===== config.mk =====
export PLATFORM = sky130hd
export DESIGN_NAME = tc8_timer
export DESIGN_NICKNAME = d
export VERILOG_FILES = /design/src/rtl/tc8_pkg.sv /design/src/rtl/tc8_prescaler.sv /design/src/rtl/tc8_timer.sv
export SDC_FILE = /design/constraint.sdc
export NUM_CORES = 1
export LEC_CHECK = 0
export BUFFER_PORTS_ARGS = -buffer_cell sky130_fd_sc_hd__buf_2
export CELL_PAD_IN_SITES_DETAIL_PLACEMENT = 0
export CELL_PAD_IN_SITES_GLOBAL_PLACEMENT = 1
export CORE_MARGIN = 3
export CORE_UTILIZATION = 35
export CTS_CLUSTER_SIZE = 25
export DETAILED_ROUTE_END_ITERATION = 7
export PLACE_DENSITY = 0.74
export SYNTH_ARGS = -nofsm -noshare
export SYNTH_HDL_FRONTEND = slang
export SYNTH_HIERARCHICAL = 1
export SYNTH_SLANG_ARGS = --single-unit

===== constraint.sdc =====
create_clock -name clock -period 5.2 [get_ports clock]
set_input_delay 0.26 -clock clock [delete_from_list [all_inputs] [get_ports clock]]
set_output_delay 0.26 -clock clock [all_outputs]
set_load 0.03 [all_outputs]

===== src/rtl/tc8_pkg.sv =====
/*
  Package for the eight-bit timer/counter: register offsets, field
  positions, reset values, quarter-phase states and cycle counts.
  Assumes a single 10 MHz clock, one clock per instruction quarter phase.
*/
`default_nettype none

package tc8_pkg;

  // Bus geometry.
  localparam int ADDR_W = 3;
  localparam int DATA_W = 8;

  // Register offsets on the plain register port.
  localparam logic [2:0] ADDR_COUNT = 3'h0;
  localparam logic [2:0] ADDR_OPTION = 3'h1;
  localparam logic [2:0] ADDR_INTCTL = 3'h2;
  localparam logic [2:0] ADDR_STATUS = 3'h3;
  localparam logic [2:0] ADDR_MASK = 3'h4;

  // Option register fields.
  localparam int OPT_CS_BIT = 5;
  localparam int OPT_SE_BIT = 4;
  localparam int OPT_BYP_BIT = 3;
  localparam int OPT_RATIO_LSB = 0;
  localparam int RATIO_W = 3;
  localparam int OPT_W = 6;
  localparam logic [5:0] OPTION_RESET = 6'h3F;

  // Interrupt control register fields.
  localparam int INTCTL_IE_BIT = 5;
  localparam int INTCTL_IF_BIT = 2;

  // Status and mask layout.
  localparam int STAT_W = 2;
  localparam int ST_OVF_BIT = 0;
  localparam int ST_EDGE_BIT = 1;
  localparam logic [1:0] STATUS_RESET = 2'h0;
  localparam logic [1:0] MASK_RESET = 2'h0;

  // Counter values.
  localparam logic [7:0] COUNT_RESET = 8'h00;
  localparam logic [7:0] COUNT_MAX = 8'hFF;
  localparam int PRESCALE_W = 8;

  // Timing.
  localparam int CLOCK_NS = 100;
  localparam int QUARTERS = 4;
  localparam int INHIBIT_INSTR = 2;
  localparam logic [3:0] INHIBIT_CLKS = 4'(INHIBIT_INSTR * QUARTERS);

  // Quarter phases of one instruction cycle.
  typedef enum logic [3:0] {
    TC8_Q1 = 4'b0001,
    TC8_Q2 = 4'b0010,
    TC8_Q3 = 4'b0100,
    TC8_Q4 = 4'b1000
  } tc8_quarter_t;

endpackage

`default_nettype wire


===== src/rtl/tc8_prescaler.sv =====
/*
  Hidden prescaler of the timer/counter: divides source ticks by a power
  of two from 2 to 256.
  Assumes the tick input is a one-cycle pulse on the same clock.
*/
`timescale 1ns/10ps
`default_nettype none

module tc8_prescaler
  import tc8_pkg::*;
(
  // Clock and reset
  input wire logic clock,
  input wire logic srst,
  // Control
  input wire logic clear,
  input wire logic tick,
  input wire logic [RATIO_W-1:0] ratio,
  // Divided output
  output logic out_tick
);

  logic [PRESCALE_W-1:0] pcount;
  logic [PRESCALE_W-1:0] sel_mask;

  // Bit i takes part in the terminal count when the ratio reaches it.
  genvar gi;
  generate
    for (gi = 0; gi < PRESCALE_W; gi++)
    begin : g_mask
      assign sel_mask[gi] = (gi <= int'(ratio));
    end
  endgenerate

  assign out_tick = tick && ((pcount & sel_mask) == sel_mask); // RULE7

  // Software can neither see nor load this count; a write only clears it.
  always_ff @(posedge clock)
  begin
    if (srst || clear)
    begin
      pcount <= '0; // RULE8
    end
    else if (tick)
    begin
      pcount <= PRESCALE_W'(pcount + 8'h01);
    end
  end
endmodule // tc8_prescaler

`default_nettype wire


===== src/rtl/tc8_timer.sv =====
/*
  Eight-bit timer/counter with its own prescaler, overflow flag,
  interrupt status and mask, and an overflow gate output.
  Assumes one clock is one instruction quarter phase, that the register
  master follows the one-cycle strobe protocol, and that sleep_mode comes
  from logic on the same clock.
*/
// The address-and-strobe port and the placing of the registers were chosen for this implementation.
`timescale 1ns/10ps
`default_nettype none

// Summary of operation
// RULE1 - Eight-bit count register, readable and writable, used as timer or counter.
// RULE2 - Clock source select clear: timer mode, one increment per instruction cycle.
// RULE3 - Counting is suppressed for two instruction cycles after a count write.
// RULE4 - Clock source select set: count edges of the external count input.
// RULE5 - Source edge select picks rising or falling edges as increments.
// RULE6 - Prescaler used when bypass clear; bypass set gives a 1:1 ratio.
// RULE7 - Three-bit ratio field selects 1:2 through 1:256 in powers of two.
// RULE8 - Prescaler is hidden from software and cleared by every count write.
// RULE9 - Every FFh to 00h rollover sets the overflow flag, enabled or not.
// RULE10 - Hardware never clears the overflow flag; only software does.
// RULE11 - Interrupt requested only when overflow flag and its enable are set; the code also raises irq from the edge status bit when its mask bit is set.
// RULE12 - During Sleep counting stops and the count holds its value.
// RULE13 - The overflow interrupt cannot wake from Sleep since counting is frozen.
// RULE14 - Counter mode edges are sampled in the second and fourth quarter phases.
// RULE15 - A dedicated three-bit prescaler, separate from the watchdog prescaler; the code's prescaler count is eight bits.
// RULE16 - Overflow is offered as a gate source to the neighbouring timer.
// RULE17 - A count write beats a same-cycle increment; suppression follows the load.
module tc8_timer
  import tc8_pkg::*;
(
  // Clock and reset
  input wire logic clock,
  input wire logic srst,
  // Register port
  input wire logic [ADDR_W-1:0] reg_addr,
  input wire logic [DATA_W-1:0] reg_wdata,
  input wire logic reg_write,
  input wire logic reg_read,
  output logic [DATA_W-1:0] reg_rdata,
  // Pin and system
  input wire logic external_count_input,
  input wire logic sleep_mode,
  // Outputs
  output logic irq,
  output logic overflow_gate
);

  tc8_quarter_t quarter;
  tc8_quarter_t next_quarter;

  logic [DATA_W-1:0] count_register;
  logic [OPT_W-1:0] option;
  logic [STAT_W-1:0] status;
  logic [STAT_W-1:0] mask;
  logic [3:0] inhibit;
  logic pending;

  logic sync1;
  logic sync2;
  logic sync3;
  logic ext_level;
  logic next_ext_level;

  logic clock_source_select;
  logic source_edge_select;
  logic prescaler_bypass;
  logic [RATIO_W-1:0] prescale_ratio;
  logic overflow_flag;
  logic overflow_irq_enable;

  logic count_write;
  logic intctl_write;
  logic status_write;
  logic mask_write;
  logic ext_edge;
  logic src_tick;
  logic ps_tick;
  logic sel_tick;
  logic sample_point;
  logic inc_request;
  logic do_inc;
  logic overflow;
  logic [STAT_W-1:0] clear_bits;
  logic [STAT_W-1:0] set_bits;

  assign clock_source_select = option[OPT_CS_BIT];
  assign source_edge_select = option[OPT_SE_BIT];
  assign prescaler_bypass = option[OPT_BYP_BIT];
  assign prescale_ratio = option[OPT_RATIO_LSB +: RATIO_W];
  assign overflow_flag = status[ST_OVF_BIT];
  assign overflow_irq_enable = mask[ST_OVF_BIT];

  assign count_write = reg_write && (reg_addr == ADDR_COUNT);
  assign intctl_write = reg_write && (reg_addr == ADDR_INTCTL);
  assign status_write = reg_write && (reg_addr == ADDR_STATUS);
  assign mask_write = reg_write && (reg_addr == ADDR_MASK);

  // Quarter phases run even in Sleep; only counting is frozen.
  always_comb
  begin
    unique case (quarter)
      TC8_Q1: next_quarter = TC8_Q2;
      TC8_Q2: next_quarter = TC8_Q3;
      TC8_Q3: next_quarter = TC8_Q4;
      TC8_Q4: next_quarter = TC8_Q1;
      default: next_quarter = TC8_Q1;
    endcase
  end

  always_ff @(posedge clock)
  begin
    if (srst)
    begin
      quarter <= TC8_Q1;
    end
    else
    begin
      quarter <= next_quarter;
    end
  end

  // The pin is asynchronous; a level only counts once two stages agree.
  always_ff @(posedge clock)
  begin
    if (srst)
    begin
      sync1 <= 1'b0;
      sync2 <= 1'b0;
      sync3 <= 1'b0;
    end
    else
    begin
      sync1 <= external_count_input;
      sync2 <= sync1;
      sync3 <= sync2;
    end
  end

  assign next_ext_level = (sync2 == sync3) ? sync3 : ext_level;

  always_ff @(posedge clock)
  begin
    if (srst)
    begin
      ext_level <= 1'b0;
    end
    else
    begin
      ext_level <= next_ext_level;
    end
  end

  // Edge select clear counts rising edges, set counts falling edges.
  assign ext_edge = (next_ext_level != ext_level)
    && (next_ext_level == !source_edge_select); // RULE5

  // Timer mode ticks once per instruction cycle, counter mode on pin edges.
  assign src_tick = clock_source_select ? ext_edge : (quarter == TC8_Q4); // RULE2 RULE4

  // A prescaler private to this counter; the watchdog has its own.
  tc8_prescaler u_prescaler (
    .clock(clock),
    .srst(srst),
    .clear(count_write),
    .tick(src_tick && !sleep_mode),
    .ratio(prescale_ratio),
    .out_tick(ps_tick)
  ); // RULE15

  assign sel_tick = prescaler_bypass ? (src_tick && !sleep_mode) : ps_tick; // RULE6

  // External increments are only taken at the second and fourth quarters.
  assign sample_point = clock_source_select
    && ((quarter == TC8_Q2) || (quarter == TC8_Q4)); // RULE14

  always_ff @(posedge clock)
  begin
    if (srst || count_write || !clock_source_select)
    begin
      pending <= 1'b0;
    end
    else if (sample_point)
    begin
      pending <= 1'b0; // RULE14
    end
    else if (sel_tick)
    begin
      pending <= 1'b1;
    end
  end

  assign inc_request = clock_source_select ? (sample_point && (pending || sel_tick)) : sel_tick;

  // Increments that land in the suppression window are dropped, not deferred.
  assign do_inc = inc_request && (inhibit == 4'h0) && !sleep_mode; // RULE3 RULE12 RULE13
  assign overflow = do_inc && !count_write && (count_register == COUNT_MAX);

  // Suppression counts the clocks of two instruction cycles after the load.
  always_ff @(posedge clock)
  begin
    if (srst)
    begin
      inhibit <= 4'h0;
    end
    else if (count_write)
    begin
      inhibit <= INHIBIT_CLKS; // RULE3 RULE17
    end
    else if (inhibit != 4'h0)
    begin
      inhibit <= inhibit - 4'h1;
    end
  end

  always_ff @(posedge clock)
  begin
    if (srst)
    begin
      count_register <= COUNT_RESET;
    end
    else if (count_write)
    begin
      count_register <= reg_wdata; // RULE1 RULE17
    end
    else if (do_inc)
    begin
      count_register <= DATA_W'(count_register + 8'h01); // RULE2 RULE4
    end
  end

  always_ff @(posedge clock)
  begin
    if (srst)
    begin
      option <= OPTION_RESET;
    end
    else if (reg_write && (reg_addr == ADDR_OPTION))
    begin
      option <= reg_wdata[OPT_W-1:0];
    end
  end

  // Writing a one clears a status bit; a same-cycle event keeps it set.
  always_comb
  begin
    clear_bits = '0;
    if (status_write)
    begin
      clear_bits = reg_wdata[STAT_W-1:0];
    end
    if (intctl_write && reg_wdata[INTCTL_IF_BIT])
    begin
      clear_bits[ST_OVF_BIT] = 1'b1;
    end
  end

  always_comb
  begin
    set_bits = '0;
    set_bits[ST_OVF_BIT] = overflow; // RULE9
    set_bits[ST_EDGE_BIT] = clock_source_select && ext_edge;
  end

  always_ff @(posedge clock)
  begin
    if (srst)
    begin
      status <= STATUS_RESET;
    end
    else
    begin
      status <= (status & ~clear_bits) | set_bits; // RULE9 RULE10
    end
  end

  always_ff @(posedge clock)
  begin
    if (srst)
    begin
      mask <= MASK_RESET;
    end
    else if (mask_write)
    begin
      mask <= reg_wdata[STAT_W-1:0];
    end
    else if (intctl_write)
    begin
      mask[ST_OVF_BIT] <= reg_wdata[INTCTL_IE_BIT];
    end
  end

  assign irq = |(status & mask); // RULE11

  // Registered so the neighbouring timer sees a clean one-clock pulse.
  always_ff @(posedge clock)
  begin
    if (srst)
    begin
      overflow_gate <= 1'b0;
    end
    else
    begin
      overflow_gate <= overflow; // RULE16
    end
  end

  always_ff @(posedge clock)
  begin
    if (srst)
    begin
      reg_rdata <= '0;
    end
    else if (reg_read)
    begin
      unique case (reg_addr)
        ADDR_COUNT: reg_rdata <= count_register; // RULE1
        ADDR_OPTION: reg_rdata <= {2'h0, option};
        ADDR_INTCTL:
        begin
          reg_rdata <= '0;
          reg_rdata[INTCTL_IE_BIT] <= overflow_irq_enable;
          reg_rdata[INTCTL_IF_BIT] <= overflow_flag;
        end
        ADDR_STATUS: reg_rdata <= {6'h00, status};
        ADDR_MASK: reg_rdata <= {6'h00, mask};
        default: reg_rdata <= '0;
      endcase
    end
    else
    begin
      reg_rdata <= '0;
    end
  end
endmodule // tc8_timer

`default_nettype wire


==> results.sh, run 1 <==
export IMPL_critPathTopFamily="compound AO/OA/AOI/OAI gates"
export IMPL_clk_pin_slew_worst_paths_ps=90
export IMPL_maxCapViolCount=0
export IMPL_finish_utilization=0.418
export IMPL_first_iter_violations=89
export IMPL_grt_pass1_vias=1667
export IMPL_synth_top_area_share=0.421
export IMPL_setup_viol=0
export IMPL_cts_tree="built"
export IMPL_end_kind="flip-flop"
export IMPL_synth_edf_count=0
export IMPL_gr_total_overflow=0
export IMPL_synth_avg_cell_area_um2=8.78
export IMPL_worst_setup_path_type="flip-flop to flip-flop"
export IMPL_holdWs_ps=166
export IMPL_synth_top_area_cell="dfxtp_1"
export IMPL_hold_class="primary input to flip-flop"
export IMPL_synthTopCellsByArea="dfxtp_1 (42%), nor2_1 (5.9%), mux2i_1 (3.5%), a21oi_1 (3.1%), inv_1 (2.8%)"
export IMPL_rsz0062_at_grt="false"
export IMPL_slowest_delay_ps=660
export IMPL_grt_pass1_wl_um=8290
export IMPL_clk_latency_ps=300
export IMPL_port_buffers=26
export IMPL_antenna_found_initial=0
export IMPL_viasPerCell=5.09
export IMPL_slew_headroom=0.521
export IMPL_wire_per_inst_um=14.0
export IMPL_finalHoldViolCount=0
export IMPL_gp_congestion=0.758
export IMPL_die_h_um=86.8
export IMPL_fin_worst_skew_ps=6.23
export IMPL_die_area_um2=7530
export IMPL_grt_usage=0.139
export IMPL_ys_ff_latch=48
export IMPL_syn_nets=281
export IMPL_place_ws_ps=1600
export IMPL_cts_resized=0
export IMPL_cts_root_buf="clkbuf_8"
export IMPL_setup_ws_ps=1580
export IMPL_cp_start_kind="flip-flop"
export IMPL_postSynth_asyncResetShare=0
export IMPL_ys_types=50
export IMPL_p_leak_nw=1.03
export IMPL_worstPathCellList="nor4bb_1 -> o21ai_0 -> a21oi_1 -> o211ai_1 -> a221oi_2 -> a211oi_1 -> or3_4 -> a311oi_4 -> nand4_1 -> a311oi_2"
export IMPL_tns_ps=0
export IMPL_timing_fmax_mhz=277
export IMPL_synthCells=260
export IMPL_htreeDepth=2
export IMPL_dr_pass1_iters=4
export IMPL_cts_buffers=5
export IMPL_drive_above_1_share=0.170
export IMPL_worst_pin_slew_ps=719
export IMPL_core_um2=6130
export IMPL_cts_sinks=48
export IMPL_vias=1817
export IMPL_path_buf_inv=0
export IMPL_total_power_uw=820
export IMPL_syn2layout_area_growth_pct=12.3
export IMPL_routed_wl_um=5010
export IMPL_cp_arrival_ps=3830
export IMPL_powerDensity_nw_per_um2=320
export IMPL_drtAntennaViolNets=0
export IMPL_place_detailed_hpwl_um=3600
export IMPL_slowest_stage="a311oi_4"
export IMPL_ys_seq_area_frac=0.421
export IMPL_fin_nets=302
export IMPL_num_rows=28
export IMPL_crit_fanout=16
export IMPL_synth_warnings=6
export IMPL_cts_hold_buf=0
export IMPL_cts_max_path_buffers=2
export IMPL_antenna_cells=0
export IMPL_slew_violations=0
export IMPL_drc=0
export IMPL_status="finished clean"
export IMPL_ys_flop_type="dfxtp_1"
export IMPL_grt_max_degree=32
export IMPL_syn_area_um2=2280
export IMPL_io_pins=27
export IMPL_die_w_um=86.8
export IMPL_cp_required_ps=5410
export IMPL_start_util=0.372
export IMPL_min_period_ps=3620
export IMPL_post_cts_buffers=0
export IMPL_ir_drop_mv=0.201
export IMPL_fin_crit_sh=0.695
==> flip-flops by register name, indices dropped and copies added, names as in the netlist <==
register and cells:
inhibit 4, pending 1, u_prescaler/pcount 8, sync3 1
quarter 4, count_register 8, status 2, overflow_gate 1
option 6, mask 2, reg_rdata 8, sync2 1
ext_level 1, sync1 1
==> cells by family (layout without fill, tap and decap cells) <==
logic type,count (synthesis),after routing,share of synthesized area
AO/OA/AOI/OAI,59,59,0.206
XOR/XNOR,8,8,0.0307
adder cells (fa/ha/maj),4,4,0.0219
buffers and inverters,30,52,0.0531
flip-flops,48,48,0.421
multiplexers,8,8,0.0351
AND/OR/NAND/NOR,103,103,0.232
==> metal layers <==
metal | global-route usage | routed length, um
met5 | 0 | 0
met4 | 0.0425 | 30
met3 | 0.0295 | 211
met2 | 0.211 | 2280
met1 | 0.196 | 2500
==> synthesized netlist by cell type, types with 5 or more instances <==
| cell | n |
|---|---|
| dfxtp_1 | 48 |
| nor2_1 | 36 |
| inv_1 | 17 |
| a21oi_1 | 14 |
| nand2_1 | 12 |
| nor3_1 | 10 |
| clkbuf_1 | 9 |
| mux2i_1 | 8 |
| nor2b_1 | 8 |
| nand3_1 | 7 |
| o21ai_0 | 7 |
| nand4_1 | 6 |
| a211o_1 | 5 |
| a211oi_1 | 5 |
==> worst paths after layout <==
kind | cells after the start | start | end | slack [ps]
worst min-delay path | 2 | external_count_input | sync1 | 170
worst max-delay path | 10 | sync2 | count_register[5] | 1580
worst max register to register | 10 | sync2 | count_register[5] | 1580
worst min register to register | 1 | quarter[0] | quarter[3] | 450
==> cell usage in the layout, fill, tap and decap left out, types with 4 or more instances in the layout <==
cell type	count
a211oi_1	5
or3_1	4
a311oi_2	4
inv_1	17
o21ai_0	7
nand4_1	6
nand3_1	7
a211o_1	5
a21oi_1	14
dfxtp_1	48
and3_1	4
mux2i_1	8
xnor2_1	4
ha_1	4
nand2_1	12
nor2b_1	8
xor2_1	4
clkbuf_8	5
a31oi_1	4
nor3_1	10
buf_2	26
nor2_1	36
==> final cells by class <==
class / instances / area, um^2
Timing Repair Buffer: 26 / 130
Multi-Input combinational cell: 182 / 1200
Tap cell: 75 / 93.8
Clock buffer: 5 / 68.8
Inverter: 18 / 67.6
Fill cell: 614 / 3570
Clock inverter: 3 / 42.5
Sequential cell: 48 / 961
==> power breakdown <==
| group | internal (mW) | leakage [nW] | switching (mW) | total (mW) |
|---|---|---|---|---|
| Sequential | 0.391 | 0.390 | 0.0193 | 0.411 |
| Combinational | 0.0661 | 0.581 | 0.0735 | 0.140 |
| Clock | 0.142 | 0.0541 | 0.127 | 0.269 |
==> through the flow <==
step,instance area (um^2),std cells
global placement,2450,349
detailed placement,2450,349
floorplan,2280,260
CTS,2560,357
global route,2560,357
finish,2560,357
Power figures use the tool's default switching activity.
==> inputs of run 2 (changes only) <==
--- a/config.mk
+++ b/config.mk
@@ -5,6 +5,7 @@
 export SDC_FILE = /design/constraint.sdc
 export NUM_CORES = 1
 export LEC_CHECK = 0
+export ABC_AREA = 1
 export BUFFER_PORTS_ARGS = -buffer_cell sky130_fd_sc_hd__buf_2
 export CELL_PAD_IN_SITES_DETAIL_PLACEMENT = 0
 export CELL_PAD_IN_SITES_GLOBAL_PLACEMENT = 1
@@ -12,7 +13,7 @@
 export CORE_UTILIZATION = 35
 export CTS_CLUSTER_SIZE = 25
 export DETAILED_ROUTE_END_ITERATION = 7
-export PLACE_DENSITY = 0.74
+export PLACE_DENSITY = 0.79
 export SYNTH_ARGS = -nofsm -noshare
 export SYNTH_HDL_FRONTEND = slang
 export SYNTH_HIERARCHICAL = 1
==> constraint.sdc (replaced) <==
create_clock -name clock -period 3.05 [get_ports clock]
set_input_delay 0.1525 -clock clock [delete_from_list [all_inputs] [get_ports clock]]
set_output_delay 0.1525 -clock clock [all_outputs]
set_load 0.03 [all_outputs]
==> results.sh, run 2 <==
export IMPL_die_h_um=88.6
export IMPL_slowest_delay_ps=460
export IMPL_synth_top_area_cell="dfxtp_1"
export IMPL_io_pins=27
export IMPL_cts_hold_buf=0
export IMPL_use_met3=0.0307
export IMPL_top_usage_layer="met2"
export IMPL_slew_violations=0
export IMPL_antenna_cells=0
export IMPL_finish_utilization=0.410
export IMPL_synthMostInstantiatedCell="nand2_1"
export IMPL_num_rows=29
export IMPL_setup_ws_ps=541
export IMPL_layout_commonest_cell="nand2_1"
export IMPL_port_buffers=26
export IMPL_die_w_um=88.6
export IMPL_layout_common_cells="nand2_1 (80), dfxtp_1 (48), inv_1 (47)"
export IMPL_ys_ff_latch=48
export IMPL_gp_congestion=0.799
export IMPL_fin_crit_sh=0.823
export IMPL_gr_total_overflow=0
export IMPL_wire_per_inst_um=12.3
export IMPL_syn2layout_area_growth_pct=11.6
export IMPL_clk_pin_slew_worst_paths_ps=90
export IMPL_grt_usage=0.151
export IMPL_worstPathCellList="inv_1 -> nand2_1 -> nor3_2 -> nand2_1 -> a21oi_1 -> nand2_2 -> a21oi_1 -> nand2_1 -> a21oi_1 -> nand2_1 -> nand3_1 -> nand2_2 -> nand2_2 -> nand2_1 -> a21oi_2"
export IMPL_tns_ps=0
export IMPL_hold_depth=3
export IMPL_cts_sinks=48
export IMPL_clk_latency_ps=300
export IMPL_grt_pass1_vias=2056
export IMPL_path_buf_inv=1
export IMPL_crit_fanout=11
export IMPL_dr_pass1_iters=4
export IMPL_viasPerCell=4.93
export IMPL_cts_max_path_buffers=2
export IMPL_hold_class="primary input to flip-flop"
export IMPL_die_area_um2=7850
export IMPL_r2r_slack_ps=540
export IMPL_cp_common_cell="nand2_1"
export IMPL_maxCapViolCount=0
export IMPL_synth_edf_count=0
export IMPL_powerDensity_nw_per_um2=484
export IMPL_slowest_stage="a21oi_1"
export IMPL_min_period_ps=2510
export IMPL_grt_max_degree=21
export IMPL_first_iter_violations=102
export IMPL_ys_types=37
export IMPL_ys_flop_type="dfxtp_1"
export IMPL_post_cts_buffers=0
export IMPL_setup_viol=0
export IMPL_routed_wl_um=5310
export IMPL_timing_fmax_mhz=399
export IMPL_drive_above_1_share=0.180
export IMPL_rsz0062_at_grt="false"
export IMPL_cp_depth=15
export IMPL_final_seq_area_um2=961
export IMPL_cts_tree="built"
export IMPL_largestRegisters="count_register (8), reg_rdata (8), u_prescaler/pcount (8)"
export IMPL_htreeDepth=2
export IMPL_synthTopCellsByArea="dfxtp_1 (40%), nand2_1 (13%), inv_1 (7.4%), nor2_1 (4.1%), nand3_1 (3.8%)"
export IMPL_worst_setup_path_type="flip-flop to flip-flop"
export IMPL_grt_pass1_wl_um=9340
export IMPL_drtAntennaViolNets=0
export IMPL_fin_nets=375
export IMPL_cp_required_ps=3280
export IMPL_synth_warnings=6
export IMPL_place_ws_ps=579
export IMPL_cp_start_kind="flip-flop"
export IMPL_critPathTopFamily="simple AND/OR/NAND/NOR gates"
export IMPL_slew_headroom=0.651
export IMPL_worst_pin_slew_ps=524
export IMPL_status="finished clean"
export IMPL_fin_worst_skew_ps=8.70
export IMPL_cts_resized=0
export IMPL_finalHoldViolCount=0
export IMPL_ir_drop_mv=0.448
export IMPL_synth_avg_cell_area_um2=7.33
export IMPL_end_kind="flip-flop"
export IMPL_postSynth_asyncResetShare=0
export IMPL_vias=2131
export IMPL_place_detailed_hpwl_um=4040
export IMPL_start_util=0.368
export IMPL_syn_nets=347
export IMPL_syn_area_um2=2390
export IMPL_cts_buffers=5
export IMPL_drc=0
export IMPL_p_leak_nw=1.20
export IMPL_ys_seq_area_frac=0.402
export IMPL_ys_top_cells_by_count="nand2_1 (80), dfxtp_1 (48), inv_1 (47)"
export IMPL_fillerInstances=686
export IMPL_met1_usage=0.214
export IMPL_worst_r2r_cell_count=15
export IMPL_synthCells=326
export IMPL_synth_top_area_share=0.402
export IMPL_multi_input_comb_area_um2=1190
export IMPL_cts_root_buf="clkbuf_8"
export IMPL_antenna_found_initial=0
export IMPL_use_met2=0.240
export IMPL_cp_arrival_ps=2740
export IMPL_core_um2=6490
-- run 2: cell types whose count changed in the layout (fill, tap and decap cells not counted), sizes merged, moves of 8 or more --
cell / delta
inv: +35
mux2i: -8
nor2b: -8
a21oi: +9
nand3: +14
nand2: +73
-- run 2: layout make-up --
class,instances,area share
Multi-Input combinational cell,220,0.446
Sequential cell,48,0.361
Inverter,53,0.0756
Timing Repair Buffer,26,0.0488
Tap cell,77,0.0362
Clock buffer,6,0.0272
Clock inverter,2,0.00610
-- run 2: power by group --
part           internal, mW  leakage (nW)  total (mW)  switching (mW)
sequential            0.663         0.390       0.690          0.0267
combinational        0.0904         0.771       0.220           0.130
clock                 0.163        0.0414       0.381           0.218
-- run 2: kinds of logic after synthesis --
family / Yosys count / share of synthesized area
AOI/OAI and AO/OA: 53 / 0.140
adders and majority gates: 4 / 0.0210
and+or+nand+nor: 156 / 0.310
xor gates and xnor gates: 7 / 0.0257
DFF: 48 / 0.402
buffers and inverters: 58 / 0.101
-- run 2: through the flow --
stage / hold slack [ps] / cells / total power, mW / instance area [um^2]
2_1_floorplan: 259 / 326 / 0.872 / 2390
3_3_place_gp: 366 / 424 / 0.921 / 2580
3_5_place_dp: 365 / 424 / 0.927 / 2580
4_1_cts: 50.8 / 432 / 1.30 / 2670
5_1_grt: 69.3 / 432 / 1.38 / 2670
6_report: 51.5 / 432 / 1.29 / 2670
-- run 2: worst register-to-register path, cell delays in order, from the launching register on --
cell	delay, ps
dfxtp_1	330
inv_1	70
nand2_1	70
nor3_2	140
nand2_1	100
a21oi_1	460
nand2_2	170
a21oi_1	160
nand2_1	60
a21oi_1	130
nand2_1	90
nand3_1	100
nand2_2	160
nand2_2	200
nand2_1	90
a21oi_2	120
-- run 2: layer usage --
| metal | vias to the layer above | wire, um |
|---|---|---|
| met1 | 985 | 2740 |
| li1 | 1108 | - |
| met2 | 34 | 2360 |
| met5 | - | 0 |
| met4 | 0 | 34 |
| met3 | 4 | 174 |
-- run 2: final timing paths --
check                        from                end
max                    quarter[0]  count_register[4]
min          external_count_input              sync1
min reg2reg                 sync1              sync2
max reg2reg            quarter[0]  count_register[4]
